### src/common/fst_pkg.sv
// Constants shared by the frame start trigger control block.
package fst_pkg;
  // ****************************************************************
  // Clock and register map
  // ****************************************************************
  localparam int unsigned CLK_HZ           = 50000000;
  localparam logic [7:0]  CTRL_OFS         = 8'h00;
  localparam logic [7:0]  CMD_OFS          = 8'h04;
  localparam logic [7:0]  RATE_PERIOD_OFS  = 8'h08;
  localparam logic [7:0]  MIN_PERIOD_OFS   = 8'h0c;
  localparam logic [7:0]  EXPOSURE_OFS     = 8'h10;
  localparam logic [7:0]  FRAMES_OFS       = 8'h14;
  localparam logic [7:0]  READOUT_OFS      = 8'h18;
  localparam logic [7:0]  STATUS_OFS       = 8'h1c;
  // ****************************************************************
  // Control register fields
  // ****************************************************************
  localparam int unsigned CTRL_STD_MODE    = 0;
  localparam int unsigned CTRL_FRAME_TRIG  = 1;
  localparam int unsigned CTRL_FRAME_SRC   = 2;
  localparam int unsigned CTRL_EDGE_POL    = 3;
  localparam int unsigned CTRL_ACQ_MODE    = 4;
  localparam int unsigned CTRL_RATE_LIMIT  = 5;
  localparam int unsigned CTRL_ACQ_TRIG    = 6;
  localparam int unsigned CTRL_ACQ_SRC     = 7;
  localparam int unsigned CTRL_TRIG_KIND   = 8;
  localparam int unsigned CTRL_EXP_WIDTH   = 9;
  localparam int unsigned CTRL_BITS        = 10;
  localparam logic [9:0]  CTRL_RESET       = 10'h000;
  // ****************************************************************
  // Command register fields, status fields and reset values
  // ****************************************************************
  localparam int unsigned CMD_BEGIN        = 0;
  localparam int unsigned CMD_END          = 1;
  localparam int unsigned CMD_SW_TRIG      = 2;
  localparam int unsigned STAT_WAIT_FRAME  = 0;
  localparam int unsigned STAT_WAIT_ACQ    = 1;
  localparam int unsigned STAT_EXPOSING    = 2;
  localparam int unsigned STAT_READOUT     = 3;
  localparam int unsigned STAT_COUNT_LSB   = 16;
  localparam logic [31:0] RATE_PERIOD_RESET = 32'h000f_4240;
  localparam logic [31:0] MIN_PERIOD_RESET  = 32'h0000_1000;
  localparam logic [31:0] EXPOSURE_RESET    = 32'h0000_0800;
  localparam logic [31:0] FRAMES_RESET      = 32'h0000_0001;
  localparam logic [31:0] READOUT_RESET     = 32'h0000_0400;
  localparam logic [1:0]  RESP_OKAY         = 2'b00;
  localparam logic [1:0]  RESP_SLVERR       = 2'b10;

  typedef enum logic [2:0] {
    ST_IDLE       = 3'b000,
    ST_WAIT_ACQ   = 3'b001,
    ST_WAIT_FRAME = 3'b010,
    ST_EXPOSE     = 3'b011,
    ST_READOUT    = 3'b100
  } acq_state_t;
endpackage : fst_pkg

### src/common/line_edge_if.sv
// Carrier for a synchronised input line and its edge pulses.
`timescale 1ns/10ps
`default_nettype none
interface line_edge_if;
  logic level;
  logic rise;
  logic fall;
  modport src (output level, output rise, output fall);
  modport dst (input level, input rise, input fall);
endinterface : line_edge_if
`default_nettype wire

### src/design/line_edge_detect.sv
// Two-stage synchroniser and edge detector for one input line.
`timescale 1ns/10ps
`default_nettype none
module line_edge_detect (
  input  wire logic   clk_i,
  input  wire logic   reset_i,
  input  wire logic   line_i,
  line_edge_if.src    edge_o
);
  logic meta_reg;
  logic sync_reg;
  logic last_reg;

  // The first stage feeds only the second stage.
  always_ff @(posedge clk_i or posedge reset_i) begin
    if (reset_i) begin
      meta_reg <= 1'b0;
      sync_reg <= 1'b0;
      last_reg <= 1'b0;
    end else begin
      meta_reg <= line_i;
      sync_reg <= meta_reg;
      last_reg <= sync_reg;
    end
  end

  assign edge_o.level = sync_reg;
  assign edge_o.rise  = sync_reg & ~last_reg;
  assign edge_o.fall  = ~sync_reg & last_reg;
endmodule : line_edge_detect
`default_nettype wire

### src/design/frame_start_trigger_control.sv
// Frame start trigger control with an AXI4-Lite register slave.
// Functional notes
// - Trigger logic acts only in standard mode; reset leaves legacy mode selected.
// - While waiting for frame start, each frame trigger starts one frame.
// - Frame triggers are ignored outside the waiting-for-frame-start status.
// - Waiting-for-frame needs valid mode, begin command, and acquisition trigger if enabled.
// - Frame trigger mode off means all frame triggers are made internally.
// - Internal triggering in single frame mode gives one trigger per begin command.
// - Internal triggering in continuous mode runs from begin until end command.
// - Rate limit disabled: internal triggers run at the maximum allowed rate.
// - Rate limit enabled and slower than maximum: triggers follow programmed rate.
// - Rate limit faster than maximum allowed: triggers clamp to maximum rate.
// - Frame trigger mode off: exposure length is the programmed exposure value.
// - Software source: each host software trigger command is one frame trigger; the code takes it as an acquisition trigger when CTRL_TRIG_KIND is set.
// - Line source: the external line signal is the frame start trigger.
// - Line source fires on rising or falling edge as polarity selects.
// - After reset the frame trigger source is input line one.
// - Software source: exposure length is the programmed exposure value.
// - Line source: exposure from programmed value or from trigger pulse width.
// - Exposure start leaves waiting status; return when a trigger can be taken.
// - Triggers arriving while not waiting for frame start are silently dropped.
// - With acquisition triggering, return to waiting-for-acquisition after programmed frame count.
`timescale 1ns/10ps
`default_nettype none
module frame_start_trigger_control
  import fst_pkg::*;
#(
  parameter int unsigned CNT_W = 32
) (
  input  wire logic        clk_i,
  input  wire logic        reset_i,
  input  wire logic        frame_line_i,
  input  wire logic        acq_line_i,
  input  wire logic [7:0]  s_axi_awaddr_i,
  input  wire logic        s_axi_awvalid_i,
  output logic             s_axi_awready_o,
  input  wire logic [31:0] s_axi_wdata_i,
  input  wire logic [3:0]  s_axi_wstrb_i,
  input  wire logic        s_axi_wvalid_i,
  output logic             s_axi_wready_o,
  output logic [1:0]       s_axi_bresp_o,
  output logic             s_axi_bvalid_o,
  input  wire logic        s_axi_bready_i,
  input  wire logic [7:0]  s_axi_araddr_i,
  input  wire logic        s_axi_arvalid_i,
  output logic             s_axi_arready_o,
  output logic [31:0]      s_axi_rdata_o,
  output logic [1:0]       s_axi_rresp_o,
  output logic             s_axi_rvalid_o,
  input  wire logic        s_axi_rready_i,
  output logic             frame_start_o,
  output logic             exposure_active_o,
  output logic             wait_frame_o,
  output logic             wait_acq_o
);
  if (CNT_W < 8 || CNT_W > 32) begin : g_bad_width
    $error("CNT_W must lie between 8 and 32");
  end

  // ****************************************************************
  // Register write port
  // ****************************************************************
  logic [7:0]       aw_addr_reg;
  logic             aw_full_reg;
  logic [31:0]      w_data_reg;
  logic [3:0]       w_strb_reg;
  logic             w_full_reg;
  logic             awready_reg;
  logic             wready_reg;
  logic             bvalid_reg;
  logic [1:0]       bresp_reg;
  logic [CTRL_BITS-1:0] ctrl_reg;
  logic [31:0]      rate_period_reg;
  logic [31:0]      min_period_reg;
  logic [31:0]      exposure_reg;
  logic [31:0]      frames_reg;
  logic [31:0]      readout_reg;

  function automatic logic [31:0] merge(input logic [31:0] old_val, input logic [31:0] new_val,
                                        input logic [3:0] strb);
    logic [31:0] res;
    res = old_val;
    for (int i = 0; i < 4; i++) begin
      if (strb[i]) begin
        res[i*8 +: 8] = new_val[i*8 +: 8];
      end
    end
    return res;
  endfunction : merge

  function automatic logic mapped(input logic [7:0] addr);
    return addr[1:0] == 2'b00 && addr <= STATUS_OFS;
  endfunction : mapped

  wire aw_take   = s_axi_awvalid_i & awready_reg;
  wire w_take    = s_axi_wvalid_i & wready_reg;
  wire wr_do     = aw_full_reg & w_full_reg & ~bvalid_reg;
  wire aw_next   = (aw_full_reg | aw_take) & ~wr_do;
  wire w_next    = (w_full_reg | w_take) & ~wr_do;
  wire wr_ok     = mapped(aw_addr_reg) && aw_addr_reg != STATUS_OFS;
  wire cmd_wr    = wr_do && aw_addr_reg == CMD_OFS && w_strb_reg[0];
  wire acq_begin_cmd = cmd_wr & w_data_reg[CMD_BEGIN];
  wire acq_end_cmd   = cmd_wr & w_data_reg[CMD_END];
  wire sw_trig_cmd   = cmd_wr & w_data_reg[CMD_SW_TRIG];
  wire [31:0] ctrl_merged = merge({{(32-CTRL_BITS){1'b0}}, ctrl_reg}, w_data_reg, w_strb_reg);

  always_ff @(posedge clk_i or posedge reset_i) begin
    if (reset_i) begin
      aw_addr_reg <= 8'h00;
      aw_full_reg <= 1'b0;
      w_data_reg  <= 32'h0000_0000;
      w_strb_reg  <= 4'h0;
      w_full_reg  <= 1'b0;
      awready_reg <= 1'b0;
      wready_reg  <= 1'b0;
      bvalid_reg  <= 1'b0;
      bresp_reg   <= RESP_OKAY;
    end else begin
      if (aw_take) aw_addr_reg <= s_axi_awaddr_i;
      if (w_take) begin
        w_data_reg <= s_axi_wdata_i;
        w_strb_reg <= s_axi_wstrb_i;
      end
      aw_full_reg <= aw_next;
      w_full_reg  <= w_next;
      awready_reg <= ~aw_next;
      wready_reg  <= ~w_next;
      if (wr_do) begin
        bvalid_reg <= 1'b1;
        bresp_reg  <= wr_ok ? RESP_OKAY : RESP_SLVERR;
      end else if (s_axi_bready_i) begin
        bvalid_reg <= 1'b0;
      end
    end
  end

  // Reset selects legacy mode and the line source.
  always_ff @(posedge clk_i or posedge reset_i) begin
    if (reset_i) begin
      ctrl_reg        <= CTRL_RESET;
      rate_period_reg <= RATE_PERIOD_RESET;
      min_period_reg  <= MIN_PERIOD_RESET;
      exposure_reg    <= EXPOSURE_RESET;
      frames_reg      <= FRAMES_RESET;
      readout_reg     <= READOUT_RESET;
    end else if (wr_do) begin
      case (aw_addr_reg)
        CTRL_OFS:        ctrl_reg        <= ctrl_merged[CTRL_BITS-1:0];
        RATE_PERIOD_OFS: rate_period_reg <= merge(rate_period_reg, w_data_reg, w_strb_reg);
        MIN_PERIOD_OFS:  min_period_reg  <= merge(min_period_reg, w_data_reg, w_strb_reg);
        EXPOSURE_OFS:    exposure_reg    <= merge(exposure_reg, w_data_reg, w_strb_reg);
        FRAMES_OFS:      frames_reg      <= merge(frames_reg, w_data_reg, w_strb_reg);
        READOUT_OFS:     readout_reg     <= merge(readout_reg, w_data_reg, w_strb_reg);
        default: ;
      endcase
    end
  end

  // ****************************************************************
  // Input lines and trigger qualification
  // ****************************************************************
  line_edge_if frame_line ();
  line_edge_if acq_line ();

  line_edge_detect u_frame_line (
    .clk_i   (clk_i),
    .reset_i (reset_i),
    .line_i  (frame_line_i),
    .edge_o  (frame_line)
  );

  line_edge_detect u_acq_line (
    .clk_i   (clk_i),
    .reset_i (reset_i),
    .line_i  (acq_line_i),
    .edge_o  (acq_line)
  );

  acq_state_t       state_reg;
  acq_state_t       state_next;
  logic [CNT_W-1:0] pace_reg;
  logic [CNT_W-1:0] timer_reg;
  logic [31:0]      frame_cnt_reg;
  logic             single_pending_reg;
  logic             width_exp_reg;

  wire std_mode      = ctrl_reg[CTRL_STD_MODE];
  wire frame_trig_enable     = ctrl_reg[CTRL_FRAME_TRIG];
  wire frame_trig_source_sel = ctrl_reg[CTRL_FRAME_SRC];
  wire edge_polarity_sel     = ctrl_reg[CTRL_EDGE_POL];
  wire acq_mode_sel          = ctrl_reg[CTRL_ACQ_MODE];
  wire frame_rate_limit_en   = ctrl_reg[CTRL_RATE_LIMIT];
  wire acq_trig_en           = ctrl_reg[CTRL_ACQ_TRIG];
  wire acq_trig_sw_src       = ctrl_reg[CTRL_ACQ_SRC];
  wire trig_kind_sel         = ctrl_reg[CTRL_TRIG_KIND];
  wire exp_by_width          = ctrl_reg[CTRL_EXP_WIDTH];

  // Polarity picks the edge that counts and the level that means "held".
  wire line_edge   = edge_polarity_sel ? frame_line.fall : frame_line.rise;
  wire line_active = frame_line.level ^ edge_polarity_sel;
  wire acq_edge    = edge_polarity_sel ? acq_line.fall : acq_line.rise;
  wire sw_frame    = sw_trig_cmd & ~trig_kind_sel;
  wire sw_acq      = sw_trig_cmd & trig_kind_sel;
  wire ext_trig    = frame_trig_source_sel ? sw_frame : line_edge;
  // An internal trigger needs the pacing counter expired; single mode also a pending shot.
  wire int_trig    = pace_reg == '0 && (acq_mode_sel || single_pending_reg);
  wire frame_trig  = frame_trig_enable ? ext_trig : int_trig;
  // Triggers outside the waiting status fall through here unseen.
  wire frame_take  = state_reg == ST_WAIT_FRAME && frame_trig;
  wire acq_trig    = acq_trig_sw_src ? sw_acq : acq_edge;
  // Periods in cycles: a larger period is a slower rate, so the clamp takes the larger.
  wire [31:0] eff_period = (frame_rate_limit_en && rate_period_reg > min_period_reg)
                           ? rate_period_reg : min_period_reg;
  wire last_frame  = acq_trig_en && frame_cnt_reg + 32'h1 >= frames_reg;
  wire use_width   = frame_trig_enable && !frame_trig_source_sel && exp_by_width;
  wire timer_done  = timer_reg <= {{(CNT_W-1){1'b0}}, 1'b1};
  wire expose_done = width_exp_reg ? !line_active : timer_done;
  wire readout_done = timer_done;

  // Acquisition triggering requires continuous mode, as single frame cannot be counted.
  wire mode_valid  = !acq_trig_en || acq_mode_sel;
  wire after_frame_idle = !acq_mode_sel && !single_pending_reg;

  // ****************************************************************
  // Acquisition state machine
  // ****************************************************************
  always_comb begin
    state_next = state_reg;
    case (state_reg)
      ST_IDLE: begin
        if (std_mode && acq_begin_cmd && mode_valid) begin
          state_next = acq_trig_en ? ST_WAIT_ACQ : ST_WAIT_FRAME;
        end
      end
      ST_WAIT_ACQ: begin
        if (acq_trig) state_next = ST_WAIT_FRAME;
      end
      ST_WAIT_FRAME: begin
        if (frame_take) state_next = ST_EXPOSE;
      end
      ST_EXPOSE: begin
        if (expose_done) state_next = ST_READOUT;
      end
      ST_READOUT: begin
        if (readout_done) begin
          if (last_frame) state_next = ST_WAIT_ACQ;
          else if (after_frame_idle) state_next = ST_IDLE;
          else state_next = ST_WAIT_FRAME;
        end
      end
      default: state_next = ST_IDLE;
    endcase
    if (acq_end_cmd || !std_mode) state_next = ST_IDLE;
  end

  always_ff @(posedge clk_i or posedge reset_i) begin
    if (reset_i) begin
      state_reg          <= ST_IDLE;
      single_pending_reg <= 1'b0;
      width_exp_reg      <= 1'b0;
      frame_cnt_reg      <= 32'h0000_0000;
    end else begin
      state_reg <= state_next;
      if (state_reg == ST_IDLE && state_next != ST_IDLE) begin
        single_pending_reg <= 1'b1;
        frame_cnt_reg      <= 32'h0000_0000;
      end else if (frame_take) begin
        single_pending_reg <= 1'b0;
        width_exp_reg      <= use_width;
      end
      if (state_reg == ST_READOUT && readout_done) begin
        frame_cnt_reg <= last_frame ? 32'h0000_0000 : frame_cnt_reg + 32'h1;
      end
    end
  end

  // Pacing runs from each frame start, so internal triggers never come closer than the period.
  always_ff @(posedge clk_i or posedge reset_i) begin
    if (reset_i) begin
      pace_reg  <= '0;
      timer_reg <= '0;
    end else begin
      if (frame_take) pace_reg <= eff_period[CNT_W-1:0] - 1'b1;
      else if (pace_reg != '0) pace_reg <= pace_reg - 1'b1;
      if (frame_take) timer_reg <= exposure_reg[CNT_W-1:0];
      else if (state_reg == ST_EXPOSE && expose_done) timer_reg <= readout_reg[CNT_W-1:0];
      else if (timer_reg != '0) timer_reg <= timer_reg - 1'b1;
    end
  end

  // ****************************************************************
  // Outputs and register read port
  // ****************************************************************
  logic        frame_start_reg;
  logic        exposure_reg_q;
  logic        wait_frame_reg;
  logic        wait_acq_reg;
  logic        arready_reg;
  logic        rvalid_reg;
  logic [31:0] rdata_reg;
  logic [1:0]  rresp_reg;

  wire [31:0] status_word = {frame_cnt_reg[15:0], 12'h000,
                             state_reg == ST_READOUT, state_reg == ST_EXPOSE,
                             state_reg == ST_WAIT_ACQ, state_reg == ST_WAIT_FRAME};
  wire [31:0] rd_word =
      (s_axi_araddr_i == CTRL_OFS)        ? {{(32-CTRL_BITS){1'b0}}, ctrl_reg} :
      (s_axi_araddr_i == RATE_PERIOD_OFS) ? rate_period_reg :
      (s_axi_araddr_i == MIN_PERIOD_OFS)  ? min_period_reg :
      (s_axi_araddr_i == EXPOSURE_OFS)    ? exposure_reg :
      (s_axi_araddr_i == FRAMES_OFS)      ? frames_reg :
      (s_axi_araddr_i == READOUT_OFS)     ? readout_reg :
      (s_axi_araddr_i == STATUS_OFS)      ? status_word : 32'h0000_0000;
  wire ar_take = s_axi_arvalid_i & arready_reg;

  always_ff @(posedge clk_i or posedge reset_i) begin
    if (reset_i) begin
      frame_start_reg <= 1'b0;
      exposure_reg_q  <= 1'b0;
      wait_frame_reg  <= 1'b0;
      wait_acq_reg    <= 1'b0;
      arready_reg     <= 1'b0;
      rvalid_reg      <= 1'b0;
      rdata_reg       <= 32'h0000_0000;
      rresp_reg       <= RESP_OKAY;
    end else begin
      frame_start_reg <= frame_take;
      exposure_reg_q  <= state_next == ST_EXPOSE;
      wait_frame_reg  <= state_next == ST_WAIT_FRAME;
      wait_acq_reg    <= state_next == ST_WAIT_ACQ;
      arready_reg     <= ~rvalid_reg & ~ar_take & ~(rvalid_reg & ~s_axi_rready_i);
      if (ar_take) begin
        rvalid_reg <= 1'b1;
        rdata_reg  <= rd_word;
        rresp_reg  <= mapped(s_axi_araddr_i) ? RESP_OKAY : RESP_SLVERR;
      end else if (s_axi_rready_i) begin
        rvalid_reg <= 1'b0;
      end
    end
  end

  assign s_axi_awready_o   = awready_reg;
  assign s_axi_wready_o    = wready_reg;
  assign s_axi_bvalid_o    = bvalid_reg;
  assign s_axi_bresp_o     = bresp_reg;
  assign s_axi_arready_o   = arready_reg;
  assign s_axi_rvalid_o    = rvalid_reg;
  assign s_axi_rdata_o     = rdata_reg;
  assign s_axi_rresp_o     = rresp_reg;
  assign frame_start_o     = frame_start_reg;
  assign exposure_active_o = exposure_reg_q;
  assign wait_frame_o      = wait_frame_reg;
  assign wait_acq_o        = wait_acq_reg;
endmodule : frame_start_trigger_control
`default_nettype wire

### config.mk
export PLATFORM = sky130hd
export DESIGN_NAME = frame_start_trigger_control
export DESIGN_NICKNAME = d
export VERILOG_FILES = /design/src/common/fst_pkg.sv /design/src/common/line_edge_if.sv /design/src/design/line_edge_detect.sv /design/src/design/frame_start_trigger_control.sv
export SDC_FILE = /design/constraint.sdc
export NUM_CORES = 1
export LEC_CHECK = 0
export ABC_AREA = 1
export BUFFER_PORTS_ARGS = -buffer_cell sky130_fd_sc_hd__clkbuf_2
export CAP_MARGIN = 20
export CELL_PAD_IN_SITES_DETAIL_PLACEMENT = 1
export CELL_PAD_IN_SITES_GLOBAL_PLACEMENT = 2
export CORE_MARGIN = 2
export CORE_UTILIZATION = 33
export DETAILED_ROUTE_END_ITERATION = 10
export GPL_ROUTABILITY_DRIVEN = 1
export PLACE_DENSITY = 0.85
export SLEW_MARGIN = 20
export SYNTH_ARGS = -nofsm -noshare
export SYNTH_HDL_FRONTEND = slang
export SYNTH_SLANG_ARGS = --single-unit
### constraint.sdc
create_clock -name clk_i -period 12.45 [get_ports clk_i]
set_input_delay 2.49 -clock clk_i [delete_from_list [all_inputs] [get_ports clk_i]]
set_output_delay 2.49 -clock clk_i [all_outputs]
set_load 0.02 [all_outputs]
## After elaboration in Yosys (flattened, before gate mapping)

Cells that the tools add are included.

| operators by class | value |
|---|---|
| add/sub/neg operators | 4 |
| multipliers | 0 |
| div/mod/pow operators | 0 |
| $lt $le $gt $ge | 5 |
| eq/ne operators | 20 |
| shift-type cells | 0 |
| multiplexer cells | 40 |
| bitwise gates (word level) | 36 |
| reductions and logical operators | 64 |

Operator list:

| cell | count |
|---|---|
| two-way mux 32 bit | 16 |
| subtractor 32 x 1 -> 32 bit (second input constant) | 3 |
| AND reduction 3 bit | 22 |
| nonzero test 32 bit | 2 |
| == test 8 x 5 -> 1 bit (second input constant) | 7 |
| adder 32 x 1 -> 32 bit (second input constant) | 1 |
| == test 8 x 4 -> 1 bit (second input constant) | 4 |
| >= comparator 32 bit | 1 |
| > comparator 32 bit | 1 |
| less-or-equal comparator 32 x 1 -> 1 bit (second input constant) | 1 |
| logical NOT 32 bit | 1 |
| bitwise AND 1 bit | 19 |
| two-way mux 3 bit | 6 |
| logical AND 1 bit | 17 |
| less-or-equal comparator 8 x 5 -> 1 bit (second input constant) | 2 |
| logical NOT 8 bit | 2 |
| case mux 3 bit (5 select lines) | 1 |
| inverter 1 bit | 14 |
| == test 3 x 2 -> 1 bit (second input constant) | 4 |
| two-way mux 1 bit | 12 |
| two-way mux 2 bit | 5 |
| nonzero test 2 bit | 5 |
| == test 8 x 3 -> 1 bit (second input constant) | 1 |
| != test 8 x 5 -> 1 bit (second input constant) | 1 |
| other kinds (10) | 21 |

| storage, ports and cells | value |
|---|---|
| register bits after elaboration | 368 |
| latch bits | 0 |
| memory bits (writable) | 0 |
| bits in read-only memories | 0 |
| output and inout port bits | 45 |
| word-level logic and storage cells | 220 |
| memories | 0 |

## Depth between registers and ports, before layout

Gate-level depths: netlist of the first run.

| logic depth | value |
|---|---|
| depth after elaboration | 16 |
| mapped depth | 30 |
| depth with buffers taken out | 29 |

## Modules after synthesis

Synthesis of the first run repeated with hierarchy kept, for this count alone.

| unflattened totals | value |
|---|---|
| cells, all modules | 2581 |
| area total of the unflattened synthesis | 19876.6 um^2 |

Modules (own cells, without submodules):

| module | times used | cells an instance | area each (um^2) | sequential area each (um^2) |
|---|---|---|---|---|
| frame_start_trigger_control | 1 | 2565 | 19688.9 | 9022.4 |
| line_edge_detect | 2 | 8 | 93.8 | 75.1 |

## Worst setup path before layout of the first run

Ideal clock, no wire load.

| timing path | value |
|---|---|
| kind | input to register |
| start point | input port s_axi_araddr_i[7] |
| end point | register rdata_reg[30], in the netlist s_axi_rdata_o[30] |
| setup time | 0.083 ns |
| arrival time | 4.155 ns |
| setup slack | 8.212 ns |
| cell stages on the path | 13 |
| buffers on the path | 2 |
| cells stage by stage | nor3_1 inv_1 nor2_1 inv_1 nor2_1 buf_2 buf_1 nand2_1 o211ai_1 a21oi_1 nand2_1 a21oi_1 o21ai_0 |

| between the ends | value |
|---|---|
| word-level cells in the longest chain between the ends | 8 |

Ends and longest elaborated chain:

| item | line | source |
|---|---|---|
| start: declaration | frame_start_trigger_control.sv:44 | `input wire logic [7:0] s_axi_araddr_i,` |
| == test 8 x 5 -> 1 bit | frame_start_trigger_control.sv:313 | `(s_axi_araddr_i == STATUS_OFS) ? status_word : 32'h0000_0000;` |
| two-way mux 32 bit | frame_start_trigger_control.sv:313 |  |
| two-way mux 32 bit | frame_start_trigger_control.sv:312 | `(s_axi_araddr_i == READOUT_OFS) ? readout_reg :` |
| two-way mux 32 bit | frame_start_trigger_control.sv:311 | `(s_axi_araddr_i == FRAMES_OFS) ? frames_reg :` |
| two-way mux 32 bit | frame_start_trigger_control.sv:310 | `(s_axi_araddr_i == EXPOSURE_OFS) ? exposure_reg :` |
| two-way mux 32 bit | frame_start_trigger_control.sv:309 | `(s_axi_araddr_i == MIN_PERIOD_OFS) ? min_period_reg :` |
| two-way mux 32 bit | frame_start_trigger_control.sv:308 | `(s_axi_araddr_i == RATE_PERIOD_OFS) ? rate_period_reg :` |
| two-way mux 32 bit * | frame_start_trigger_control.sv:307 | `(s_axi_araddr_i == CTRL_OFS) ? {{(32-CTRL_BITS){1'b0}}, ctrl_reg} :` |
| end signal: assignment | frame_start_trigger_control.sv:334 | `rdata_reg <= rd_word;` |
| end: declaration | frame_start_trigger_control.sv:300 | `logic [31:0] rdata_reg;` |

Every way passes the cells marked *; elsewhere a longest branch is shown, timed or not.
A chain may end at the register's enable or synchronous reset.

## Worst setup path in the final report of the first run

| timing path | value |
|---|---|
| start point | register frame_cnt_reg[0] |
| end point | register frame_cnt_reg[13] |

| between the ends | value |
|---|---|
| word-level cells in the longest chain between the ends | 10 |

Ends and longest elaborated chain:

| item | line | source |
|---|---|---|
| start: declaration | frame_start_trigger_control.sv:183 | `logic [31:0] frame_cnt_reg;` |
| start signal: assignment | frame_start_trigger_control.sv:272 | `frame_cnt_reg <= last_frame ? 32'h0000_0000 : frame_cnt_reg + 32'h1;` |
| adder 32 x 1 -> 32 bit * | frame_start_trigger_control.sv:214, frame_start_trigger_control.sv:272 |  |
| >= comparator 32 bit | frame_start_trigger_control.sv:214 | `wire last_frame = acq_trig_en && frame_cnt_reg + 32'h1 >= frames_reg;` |
| logical AND 1 bit | frame_start_trigger_control.sv:214 |  |
| two-way mux 2 bit | frame_start_trigger_control.sv:246 | `if (last_frame) state_next = ST_WAIT_ACQ;` |
| two-way mux 3 bit | frame_start_trigger_control.sv:245 | `if (readout_done) begin` |
| case mux 3 bit (5 select lines) | frame_start_trigger_control.sv:229 | `case (state_reg)` |
| two-way mux 3 bit | frame_start_trigger_control.sv:253 | `if (acq_end_cmd \|\| !std_mode) state_next = ST_IDLE;` |
| nonzero test 3 bit | frame_start_trigger_control.sv:264 | `if (state_reg == ST_IDLE && state_next != ST_IDLE) begin` |
| logical AND 1 bit | frame_start_trigger_control.sv:264 |  |
| nonzero test 2 bit (no line) | - |  |

Marks and branches as above.

==> results of run 1 <==
layout by cell type (no fill, tap or decap), types with 9 or more instances in the layout:
master / instances
sky130_fd_sc_hd__xor2_1: 40
sky130_fd_sc_hd__nand2_1: 717
sky130_fd_sc_hd__buf_4: 13
sky130_fd_sc_hd__xnor2_1: 14
sky130_fd_sc_hd__a31oi_1: 22
sky130_fd_sc_hd__nor2_1: 147
sky130_fd_sc_hd__dfrtp_1: 355
sky130_fd_sc_hd__nand4_1: 23
sky130_fd_sc_hd__clkbuf_2: 103
sky130_fd_sc_hd__nor2_4: 10
sky130_fd_sc_hd__clkbuf_16: 47
sky130_fd_sc_hd__nor3_1: 26
sky130_fd_sc_hd__ha_1: 68
sky130_fd_sc_hd__o211ai_1: 20
sky130_fd_sc_hd__o21ai_0: 355
sky130_fd_sc_hd__inv_1: 283
sky130_fd_sc_hd__nand3_1: 159
sky130_fd_sc_hd__a221oi_1: 17
sky130_fd_sc_hd__dfstp_2: 11
sky130_fd_sc_hd__nor4_1: 12
sky130_fd_sc_hd__nand2_2: 18
sky130_fd_sc_hd__bufinv_16: 9
sky130_fd_sc_hd__a21oi_1: 91
sky130_fd_sc_hd__nor2_2: 11
final timing paths:
kind                                                     end  slack (ns)  cells after the start                           from
max in group asynchronous     min_period_reg[11]$_DFFE_PP0P_        8.92                      4                        reset_i
min reg2reg                u_acq_line.edge_o.level$_DFF_PP0_        0.35                      0  u_acq_line.meta_reg$_DFF_PP0_
max reg2reg                    frame_cnt_reg[13]$_DFFE_PP0P_        6.90                     29   frame_cnt_reg[0]$_DFFE_PP0P_
min                        u_acq_line.edge_o.level$_DFF_PP0_        0.35                      0  u_acq_line.meta_reg$_DFF_PP0_
max                            frame_cnt_reg[13]$_DFFE_PP0P_        6.90                     29   frame_cnt_reg[0]$_DFFE_PP0P_
min in group asynchronous      min_period_reg[7]$_DFFE_PP0P_        2.09                      3                        reset_i
cell families (layout without fill, tap and decap cells):
family,Yosys count,after routing,share of synthesized area [%]
adder cells (fa/ha/maj),68,68,4.28
XOR/XNOR,54,54,2.38
buffers and inverters,388,494,7.71
flip-flops,366,366,46.1
other,1,2,0.0189
AO/OA/AOI/OAI,539,539,14.7
AND/OR/NAND/NOR,1154,1154,24.7
cells in the mapped netlist (all sizes together), types with 2 or more instances:
| library cell | number | area (µm²) |
|---|---|---|
| xor2 | 40 | 350 |
| nor2 | 168 | 726 |
| o22ai | 4 | 25.0 |
| o221ai | 3 | 26.3 |
| or2 | 12 | 75.1 |
| o211ai | 20 | 150 |
| nor3 | 28 | 145 |
| nand4 | 23 | 144 |
| nand2 | 735 | 2800 |
| ha | 68 | 851 |
| o21a | 5 | 37.5 |
| nor3b | 2 | 20.0 |
| nand3b | 2 | 15.0 |
| nand3 | 166 | 873 |
| inv | 292 | 1100 |
| a32o | 4 | 40.0 |
| buf | 33 | 201 |
| xnor2 | 14 | 123 |
| dfstp | 11 | 289 |
| dfrtp | 355 | 8880 |
| a221oi | 17 | 149 |
| clkbuf | 62 | 233 |
| o2111ai | 2 | 17.5 |
| a31oi | 22 | 138 |
| o21ai | 358 | 1790 |
| and2 | 2 | 12.5 |
| a21oi | 91 | 455 |
| nor4 | 14 | 93.8 |
| a211oi | 7 | 52.6 |
layout make-up:
cell class	instances	area share, %
Clock buffer	60	5.69
Clock inverter	23	1.61
Inverter	293	4.85
Multi-Input combinational cell	1817	40.4
Sequential cell	366	40.3
Tap cell	773	4.25
Timing Repair Buffer	118	2.87
stage by stage:
step / power (mW) / area [µm²] / hold slack, ns / setup WS [ns]
final: 4.03 / 22800 / 0.353 / 6.90
after floorplan: 2.15 / 19900 / 0.331 / 5.06
after CTS: 4.06 / 22800 / 0.361 / 6.95
after detailed placement: 2.56 / 21100 / 0.336 / 6.69
after global routing: 4.24 / 22800 / 0.376 / 6.33
after global placement: 2.52 / 21100 / 0.341 / 6.67
worst reg2reg max path, delay by kind of cell, from the launching register on:
family | cells | cell delay (ns)
simple gates | 24 | 4.30
fa+ha+maj | 2 | 0.49
buf+inv | 2 | 0.17
flops | 1 | 0.39
xor+xnor | 1 | 0.14
power by group:
| group | internal (mW) | switching [mW] |
|---|---|---|
| clock | 0.921 | 0.559 |
| sequential | 1.38 | 0.159 |
| combinational | 0.243 | 0.772 |
routing by layer:
metal	up-vias	share of wire (%)	wire, µm
met5	-	0	0
met4	0	3.0	2140
met3	102	4.4	3170
met2	420	47	33900
met1	9081	46	32900
li1	8562	-	-
==> flow_metrics.py, run 1 <==
metrics = {
    "run_status": {
        "run_status": "completed",
    },
    "sta": {
        "max_slew.worst_pin.slew_ns": 1.05,
        "timing_max_transition_violations_final": 0,
        "maxSlewHeadroom_pct": 29.5,
        "min_period_over_period_pct": 44.6,
        "unrepaired_setup_endpoints_after_global_routing": "no",
        "fin_skew_ns": 0.0258,
        "min_period_ns": 5.55,
        "timing_hold_violations_final": 0,
        "final_sum_of_negative_setup_slack_ns": 0,
        "finalSetupViolations": 0,
        "max_freq_mhz": 180,
    },
    "detailed_routing": {
        "routedWlPerCell_um": 20.9,
        "drt-initial-drc-count": 1216,
        "drc": 0,
        "firstDrtPassIters": 5,
        "dr_total_vias": 18165,
        "wirelength_mm": 72.1,
        "via_per_inst": 5.27,
        "drtAntennaViolNets": 0,
    },
    "layout": {
        "multi_input_gate_area_in_the_final_layout_mm2": 0.00921,
        "layout-drive-gt1-share_pct": 10.2,
        "antennaDiodeCount": 0,
        "final_cells": 3450,
        "filler_cell_count": 7264,
        "nets": 2770,
        "fin_util_pct": 38.4,
        "layout-area-overhead-vs-synth_pct": 14.5,
        "seq_area_mm2": 0.00917,
    },
    "setup_path": {
        "timing.critical_path.fanout_max": 33,
        "critPathSlowestCell": "sky130_fd_sc_hd__nor4_1",
        "critical_path.startpoint_type": "flop",
        "critPathMaxStageDelay_ns": 0.64,
        "critical_path.n_buffers_inverters": 2,
        "worst_ep_arrival_time_ns": 6.07,
        "path_delay_family": "simple AND/OR/NAND/NOR gates",
        "endpoint_kind": "flop",
        "critical_path_class": "flop to flop",
        "timing.critical_path.mode_cell": "sky130_fd_sc_hd__nand3_1",
        "critical_path_required_ns": 12.97,
    },
    "logic_synthesis": {
        "ys_seq_elements": 366,
        "synth_enable_flop_cells": 0,
        "synth_area_mm2": 0.0199,
        "synth_cell_type_count": 54,
        "synth.avg_cell_area_um2": 7.74,
        "async_reset_ff_share_pct": 100,
        "synth_top_flop_cell": "sky130_fd_sc_hd__dfrtp_1",
        "synthCells": 2570,
        "synth.yosys.warnings": 0,
        "synth_seq_area_share_pct": 46.1,
    },
    "cts": {
        "cts_setup_buffers": 0,
        "htree_num_levels": 2,
        "cts_resized": 0,
        "clock_path_buffers": 3,
        "cts.root.buffer_cell": "sky130_fd_sc_hd__clkbuf_16",
        "latest_clock_arrival_within_the_worst_skew_pair_ns": 0.59,
        "numCtsBuffers": 45,
        "clk_transition_reported_paths_ns": 0.06,
        "cts.sinks": 366,
        "cts-hold-fix-buffers": 0,
        "tritoncts_clock_tree": "built",
    },
    "hold_path": {
        "hold_path_class": "flop to flop",
    },
    "power_and_ir_drop": {
        "power.ir.vdd_worst_uv": 199,
        "power.density_mw_per_mm2": 177,
        "p_leak_nw": 11.4,
    },
    "global_routing": {
        "grt_max_degree": 171,
        "antenna_found_initial": 1,
        "grt_overflow": 0,
        "global_route.usage.met3_pct": 3.00,
        "global_route_met1_utilization_pct": 32.0,
        "most_used_routing_layer": "met2",
        "grt_pass1_vias": 19024,
        "grt_util_all_layers_pct": 23.3,
        "first_pass_grt_wire_length_mm": 114,
        "grt_use_met2_pct": 38.5,
    },
    "die": {
        "rows": 89,
        "top_level_pins": 106,
        "die_h_um": 249,
        "core_area_mm2": 0.0594,
        "die_w_um": 249,
        "die_area_mm2": 0.0622,
        "initial_core_util_pct": 33.5,
    },
    "place": {
        "place.detailed.instances": 3366,
        "hpwlAfterDp_mm": 54.0,
        "place.port_buffers": 103,
        "gpl.final_weighted_congestion": 0.907,
    },
    "flow_run": {
        "maxCapViolations": 0,
    },
}
Power figures use the tool's default switching activity.
==> inputs of run 2 (changes only) <==
Settings changed: ABC_AREA 1 to 0, CORE_UTILIZATION 33 to 37.
Clock period 12.45 ns to 4.55 ns, I/O delays scaled along.
==> run 2 against run 1 <==
Against the previous run: via count fell by 15%; wire length fell by 10%; fmax increased by 26%; flip-flop and latch count unchanged; sequential power rose to 3.0 times the previous value; global-route usage increased by 1.1 points; critical endpoint is now pace_reg[27]$_DFFE_PP0P_; largest cell class unchanged; largest power group unchanged.
==> flow_metrics.py, run 2 <==
metrics = {
    "logic_synthesis": {
        "yosys.area.top_type": "sky130_fd_sc_hd__dfrtp_1",
        "synth_cell_type_count": 83,
        "synth_top_flop_cell": "sky130_fd_sc_hd__dfrtp_1",
        "synth_top_cell_area_share_pct": 46.4,
        "async_reset_ff_share_pct": 100,
        "synth.most_common_cell": "sky130_fd_sc_hd__dfrtp_1",
        "synth.yosys.warnings": 0,
        "synth_enable_flop_cells": 0,
        "synth_xor_area_share_pct": 2.24,
        "multiplexer_area_fraction_after_synthesis_pct": 13.9,
        "synthAdderAreaFrac_pct": 4.44,
        "synth.avg_cell_area_um2": 10.5,
        "ys_seq_elements": 366,
        "synth.top_cells.by_count": "355 x sky130_fd_sc_hd__dfrtp_1, 219 x sky130_fd_sc_hd__mux2_2, 143 x sky130_fd_sc_hd__nand2_1",
        "synth_seq_area_share_pct": 47.9,
        "synth_simple_gate_area_share_pct": 13.3,
        "synth-compound-area-share_pct": 14.7,
        "synth_top_cells_by_area": "sky130_fd_sc_hd__dfrtp_1 46%, sky130_fd_sc_hd__mux2_2 13%, sky130_fd_sc_hd__ha_1 4.4%",
        "dominant_combinational_cell_family_by_area_after_synthesis": "compound AO/OA/AOI/OAI gates",
        "synthCells": 1817,
        "synth_area_mm2": 0.0192,
    },
    "cts": {
        "latest_clock_arrival_within_the_worst_skew_pair_ns": 0.57,
        "cts.root.buffer_cell": "sky130_fd_sc_hd__clkbuf_16",
        "numCtsBuffers": 42,
        "cts-hold-fix-buffers": 0,
        "clk_transition_reported_paths_ns": 0.06,
        "tritoncts_clock_tree": "built",
        "htree_num_levels": 2,
        "cts.sinks": 366,
        "clock_path_buffers": 3,
    },
    "layout": {
        "nets": 2073,
        "seq_area_mm2": 0.00917,
        "final_cells": 2655,
        "filler_cell_count": 5754,
        "layout-drive-gt1-share_pct": 26.0,
        "mostFrequentLayoutCells": "355 x sky130_fd_sc_hd__dfrtp_1, 219 x sky130_fd_sc_hd__mux2_2, 143 x sky130_fd_sc_hd__nand2_1",
        "layout-area-overhead-vs-synth_pct": 15.9,
        "fin_util_pct": 43.3,
        "multi_input_gate_area_in_the_final_layout_mm2": 0.00942,
        "final_common_cell": "sky130_fd_sc_hd__dfrtp_1",
    },
    "sta": {
        "min_period_over_period_pct": 97.1,
        "min_period_ns": 4.42,
        "timing_max_transition_violations_final": 0,
        "unrepaired_setup_endpoints_after_global_routing": "yes",
        "finalSetupViolations": 0,
        "timing_hold_violations_final": 0,
        "max_freq_mhz": 226,
        "max_slew.worst_pin.slew_ns": 1.00,
        "maxSlewHeadroom_pct": 33.3,
        "fin_skew_ns": 0.0121,
    },
    "global_routing": {
        "grt_pass1_vias": 16500,
        "first_pass_grt_wire_length_mm": 101,
        "antenna_found_initial": 2,
        "grt_overflow": 0,
        "grt_util_all_layers_pct": 24.5,
        "grt_max_degree": 93,
    },
    "power_and_ir_drop": {
        "share_clk_of_total_power_pct": 32.3,
        "p_leak_nw": 10.6,
        "cell_internal_pwr_mw": 6.81,
        "switching_share_pct": 36.1,
        "seq_power_share_pct": 43.2,
        "share_comb_of_total_power_pct": 24.5,
        "power.density_mw_per_mm2": 480,
        "power.ir.vdd_worst_uv": 533,
        "total_switching_power_mw": 3.85,
    },
    "setup_path": {
        "worstSetupEndpoint": "pace_reg[27]$_DFFE_PP0P_",
        "critical_path_class": "flop to flop",
        "reg2reg_slack_ns": 0.13,
        "origin_of_the_critical_flop_to_flop_path": "rate_period_reg[19]$_DFFE_PP1P_",
        "critical_path_required_ns": 5.00,
        "reg2reg_depth": 15,
        "critical_path.startpoint_type": "flop",
        "worst_ep_arrival_time_ns": 4.87,
        "timing.critical_path.fanout_max": 21,
        "r2r-end": "pace_reg[27]$_DFFE_PP0P_",
        "endpoint_kind": "flop",
        "timing.critical_path.from": "rate_period_reg[19]$_DFFE_PP1P_",
    },
    "die": {
        "initial_core_util_pct": 37.4,
        "die_h_um": 232,
        "core_area_mm2": 0.0513,
        "rows": 83,
        "die_w_um": 232,
        "die_area_mm2": 0.0536,
        "top_level_pins": 106,
    },
    "place": {
        "gpl.final_weighted_congestion": 0.867,
        "place.detailed.instances": 2575,
        "hpwlAfterDp_mm": 47.6,
        "place.port_buffers": 103,
    },
    "detailed_routing": {
        "drc": 0,
        "firstDrtPassIters": 8,
        "dr_total_vias": 15469,
        "route.met2.wl_mm": 30.7,
        "via_per_inst": 5.83,
        "top_layer": "met4",
        "routedWlPerCell_um": 24.4,
        "met3RoutedLength_mm": 3.44,
        "drtAntennaViolNets": 0,
        "drt-initial-drc-count": 1212,
        "wirelength_mm": 64.9,
        "metal1_wirelength_mm": 28.4,
    },
    "hold_path": {
        "hold_path_class": "flop to flop",
    },
    "flow_run": {
        "maxCapViolations": 0,
    },
    "run_status": {
        "run_status": "completed",
    },
}
[run 2: changes by cell type in the layout (fill, tap and decap cells not counted), moves of 36 or more]
cell / change
sky130_fd_sc_hd__o21ai_0: -253
sky130_fd_sc_hd__inv_1: -208
sky130_fd_sc_hd__a21o_1: +36
sky130_fd_sc_hd__buf_4: +46
sky130_fd_sc_hd__a22o_1: +36
sky130_fd_sc_hd__nand2_1: -574
sky130_fd_sc_hd__nand3_1: -111
sky130_fd_sc_hd__mux2_2: +219
[run 2: power groups by stage]
stage	Combinational (mW)	Sequential, mW	Clock (mW)
after floorplan	1.55	4.35	0
after global placement	2.43	4.58	0
after detailed placement	2.53	4.63	0
after CTS	2.60	4.57	3.52
after global routing	2.84	4.66	3.64
final	2.61	4.60	3.44
[run 2: layout make-up]
class	instances	share of cell area, %
Multi-Input combinational cell	1286	42.4
Antenna cell	1	0.0113
Timing Repair Buffer	170	4.89
Inverter	78	1.35
Clock buffer	65	5.77
Clock inverter	9	0.445
Tap cell	680	3.83
Sequential cell	366	41.3
[run 2: what timing repair did]
action,CTS,global route
gates resized for setup,4,15
hold endpoints to repair,0,0
pin swaps,0,5
gates cloned,0,1
buffers inserted,0,4
setup endpoints to repair,5,37
[run 2: per-stage QoR]
stage	worst slack [ns]	TNS, ns	cell area [µm²]	total power, mW	hold WS (ns)
global placement	0.159	0	20700	7.02	0.349
global route	-0.0470	-0.155	22200	11.1	0.362
CTS	0.00611	0	22100	10.7	0.358
detailed placement	-0.0352	-0.0412	20700	7.16	0.344
finish	0.133	0	22200	10.7	0.353
floorplan	-1.26	-447.73	19200	5.90	0.331
[run 2: worst max-delay path, stage by stage, from the launching register on]
cell and delay [ns]:
sky130_fd_sc_hd__dfstp_2 0.57, sky130_fd_sc_hd__ha_1 0.27, sky130_fd_sc_hd__and3_1 0.23, sky130_fd_sc_hd__a221oi_2 0.31, sky130_fd_sc_hd__o22ai_1 0.11, sky130_fd_sc_hd__a211o_2 0.37, sky130_fd_sc_hd__o21ai_2 0.16, sky130_fd_sc_hd__buf_4 0.17
sky130_fd_sc_hd__nor2_2 0.05, sky130_fd_sc_hd__buf_4 0.25, sky130_fd_sc_hd__o311a_1 0.34, sky130_fd_sc_hd__nand4b_2 0.27, sky130_fd_sc_hd__nand4bb_1 0.23, sky130_fd_sc_hd__buf_4 0.19, sky130_fd_sc_hd__nor4_1 0.39, sky130_fd_sc_hd__mux2_2 0.38
[run 2: how the worst min path moves through the flow]
stage,from,end,cells after the start
floorplan,u_acq_line.meta_reg$_DFF_PP0_,u_acq_line.edge_o.level$_DFF_PP0_,0
global placement,u_frame_line.meta_reg$_DFF_PP0_,u_frame_line.edge_o.level$_DFF_PP0_,0
detailed placement,u_acq_line.meta_reg$_DFF_PP0_,u_acq_line.edge_o.level$_DFF_PP0_,0
CTS,u_frame_line.meta_reg$_DFF_PP0_,u_frame_line.edge_o.level$_DFF_PP0_,0
global route,u_frame_line.meta_reg$_DFF_PP0_,u_frame_line.edge_o.level$_DFF_PP0_,0
finish,u_frame_line.meta_reg$_DFF_PP0_,u_frame_line.edge_o.level$_DFF_PP0_,0
[run 2: kinds of logic after synthesis]
kind of cell | Yosys count
AOI/OAI and AO/OA | 416
and+or+nand+nor | 512
muxes | 239
DFF | 366
adders and majority gates | 68
xor gates and xnor gates | 49
other | 1
buffers and inverters | 166
[run 2: routing by layer]
layer	vias to the layer above	track usage, %
li1	6909	-
met1	8047	32.1
met2	387	40.1
met3	126	4.50
met4	0	9.35
met5	-	0
==> inputs of run 3 (changes only) <==
Settings changed: CAP_MARGIN 20 to unset, CELL_PAD_IN_SITES_DETAIL_PLACEMENT 1 to unset, CELL_PAD_IN_SITES_GLOBAL_PLACEMENT 2 to unset, CORE_UTILIZATION 37 to 40, PLACE_DENSITY 0.85 to unset.
==> run 3 against run 2 <==
Against the previous run: critical path depth down 1; total power down 3.3%; worst setup slack better by 0.095 ns; via count down 1.9%; final cell count down 2.7%; global-route usage down 0.58 points; wire length down 9.3%; highest routed layer unchanged; sequential share of layout area up 0.45 points; combinational power down 8.4%; non-clock buffer count down 7.
==> flow_metrics.py, run 3 (synthesized netlist as in run 2, its figures left out) <==
metrics = {
    "run_status": {
        "run_status": "completed",
    },
    "sta": {
        "timing_hold_violations_final": 0,
        "max_slew.worst_pin.slew_ns": 0.979,
        "finalSetupViolations": 0,
        "whs_ns": 0.352,
        "min_period_over_period_pct": 95.0,
        "maxSlewHeadroom_pct": 34.7,
        "unrepaired_setup_endpoints_after_global_routing": "no",
        "timing_max_transition_violations_final": 0,
        "fin_skew_ns": 0.0129,
        "max_freq_mhz": 231,
        "final_critical_path_setup_slack_ns": 0.228,
        "min_period_ns": 4.32,
    },
    "setup_path": {
        "path_delay_family": "simple AND/OR/NAND/NOR gates",
        "timing.critical_path.fanout_max": 9,
        "worst_ep_arrival_time_ns": 4.77,
        "reg2reg_depth": 14,
        "critPathMaxStageDelay_ns": 0.60,
        "critical_path_required_ns": 5.00,
        "critPathSlowestCell": "sky130_fd_sc_hd__dfstp_2",
        "origin_of_the_critical_flop_to_flop_path": "rate_period_reg[6]$_DFFE_PP1P_",
        "critical_path_class": "flop to flop",
        "critical_path.n_buffers_inverters": 2,
        "critical_path.startpoint_type": "flop",
        "r2r-end": "pace_reg[27]$_DFFE_PP0P_",
        "worstPathCellList": "ha_1 > a21o_1 > a21oi_1 > nor3_1 > or4_1 > o21a_1 > a2111oi_0 > a211oi_1 > buf_4 > or2_2 > nand4bb_1 > buf_4 > nor4_1 > mux2_2",
        "reg2reg_slack_ns": 0.23,
        "endpoint_kind": "flop",
        "timing.critical_path.mode_cell": "sky130_fd_sc_hd__buf_4",
    },
    "cts": {
        "clock_path_buffers": 3,
        "clk_transition_reported_paths_ns": 0.06,
        "cts.sinks": 366,
        "tritoncts_clock_tree": "built",
        "latest_clock_arrival_within_the_worst_skew_pair_ns": 0.57,
        "htree_num_levels": 2,
        "cts.root.buffer_cell": "sky130_fd_sc_hd__clkbuf_16",
        "cts-hold-fix-buffers": 0,
        "numCtsBuffers": 42,
    },
    "layout": {
        "mostFrequentLayoutCells": "355 x sky130_fd_sc_hd__dfrtp_1, 219 x sky130_fd_sc_hd__mux2_2, 143 x sky130_fd_sc_hd__nand2_1",
        "nets": 2066,
        "filler_cell_count": 4405,
        "antennaDiodeCount": 0,
        "final_common_cell": "sky130_fd_sc_hd__dfrtp_1",
        "seq_area_mm2": 0.00917,
        "layout-drive-gt1-share_pct": 25.2,
        "multi_input_gate_area_in_the_final_layout_mm2": 0.00938,
        "layout-area-overhead-vs-synth_pct": 14.6,
    },
    "hold_path": {
        "hold_depth": 0,
        "min_from": "u_acq_line.meta_reg$_DFF_PP0_",
        "hold_path_class": "flop to flop",
        "min_to": "u_acq_line.edge_o.level$_DFF_PP0_",
    },
    "power_and_ir_drop": {
        "p_leak_nw": 10.5,
        "power.density_mw_per_mm2": 469,
        "power.ir.vdd_worst_uv": 292,
    },
    "global_routing": {
        "first_pass_grt_wire_length_mm": 91.5,
        "antenna_found_initial": 1,
        "grt_max_degree": 88,
        "grt_util_all_layers_pct": 23.9,
        "grt_pass1_vias": 15175,
        "grt_overflow": 0,
    },
    "detailed_routing": {
        "drtAntennaViolNets": 0,
        "drt-initial-drc-count": 1457,
        "via_per_inst": 5.88,
        "wirelength_mm": 58.8,
        "drc": 0,
        "dr_total_vias": 15181,
        "firstDrtPassIters": 6,
        "routedWlPerCell_um": 22.8,
    },
    "die": {
        "die_h_um": 223,
        "die_area_mm2": 0.0497,
        "top_level_pins": 106,
        "rows": 80,
        "initial_core_util_pct": 40.3,
        "core_area_mm2": 0.0475,
        "die_w_um": 223,
    },
    "place": {
        "hpwlAfterDp_mm": 43.1,
        "place_worst_setup_slack_ns": 0.174,
        "place.port_buffers": 103,
        "gpl.final_weighted_congestion": 0.890,
    },
    "flow_run": {
        "maxCapViolations": 0,
    },
}
run 3: layer usage:
metal  global-route usage [%]  wire length, µm  vias up
met4                     9.01             2070        0
met1                     33.7            26500     7632
met2                     36.4            26200      526
met3                     4.61             4080      112
li1                         -                -     6911
met5                        0                0        -
run 3: worst max-delay path by stage:
stage | startpoint | end | slack (ns) | cells past startpoint
after floorplan | reset_i | aw_addr_reg[0]$_DFFE_PP0P_ | -1.26 | 1
after global placement | pace_reg[31]$_DFFE_PP0P_ | pace_reg[16]$_DFFE_PP0P_ | 0.21 | 16
after detailed placement | frame_cnt_reg[4]$_DFFE_PP0P_ | frame_cnt_reg[0]$_DFFE_PP0P_ | 0.17 | 17
after CTS | frame_cnt_reg[4]$_DFFE_PP0P_ | frame_cnt_reg[0]$_DFFE_PP0P_ | 0.15 | 17
after global routing | frame_cnt_reg[4]$_DFFE_PP0P_ | frame_cnt_reg[20]$_DFFE_PP0P_ | 0.04 | 20
final | rate_period_reg[6]$_DFFE_PP1P_ | pace_reg[27]$_DFFE_PP0P_ | 0.23 | 14
run 3: stage by stage:
step | power (mW) | util, % | setup TNS (ns) | cells | instance area (µm²)
after floorplan | 5.90 | - | -447.73 | 1818 | 19200
after global placement | 6.95 | 43.3 | 0 | 2506 | 20600
after detailed placement | 6.99 | 43.3 | 0 | 2506 | 20600
after CTS | 10.3 | 46.1 | 0 | 2581 | 21900
after global routing | 10.8 | 46.2 | 0 | 2583 | 22000
final | 10.3 | 46.2 | 0 | 2583 | 22000
run 3: repair_timing:
item	CTS	global route
setup endpoints to repair	0	23
resized for setup	0	5
setup buffers	0	2
run 3: cell type report:
| type | count | share of cell area, % |
|---|---|---|
| inverter | 78 | 1.37 |
| clock inverter | 8 | 0.439 |
| tap | 615 | 3.50 |
| clock buffer | 67 | 5.63 |
| timing repair buffer | 163 | 4.62 |
| multi-input combinational | 1286 | 42.7 |
| sequential | 366 | 41.8 |
run 3: power by group:
group / internal, mW / leakage [nW] / switching, mW / total, mW
Combinational: 0.957 / 4.96 / 1.43 / 2.39
Clock: 1.97 / 0.649 / 1.36 / 3.33
Sequential: 3.77 / 4.87 / 0.812 / 4.59
Total: 6.70 / 10.5 / 3.61 / 10.3
run 3: worst register-to-register path, cell delays in order, from the launching register on:
cell and delay [ns]:
sky130_fd_sc_hd__dfstp_2 0.60, sky130_fd_sc_hd__ha_1 0.28, sky130_fd_sc_hd__a21o_1 0.17, sky130_fd_sc_hd__a21oi_1 0.20, sky130_fd_sc_hd__nor3_1 0.07, sky130_fd_sc_hd__or4_1 0.50, sky130_fd_sc_hd__o21a_1 0.22, sky130_fd_sc_hd__a2111oi_0 0.45
sky130_fd_sc_hd__a211oi_1 0.11, sky130_fd_sc_hd__buf_4 0.17, sky130_fd_sc_hd__or2_2 0.29, sky130_fd_sc_hd__nand4bb_1 0.22, sky130_fd_sc_hd__buf_4 0.20, sky130_fd_sc_hd__nor4_1 0.35, sky130_fd_sc_hd__mux2_2 0.37
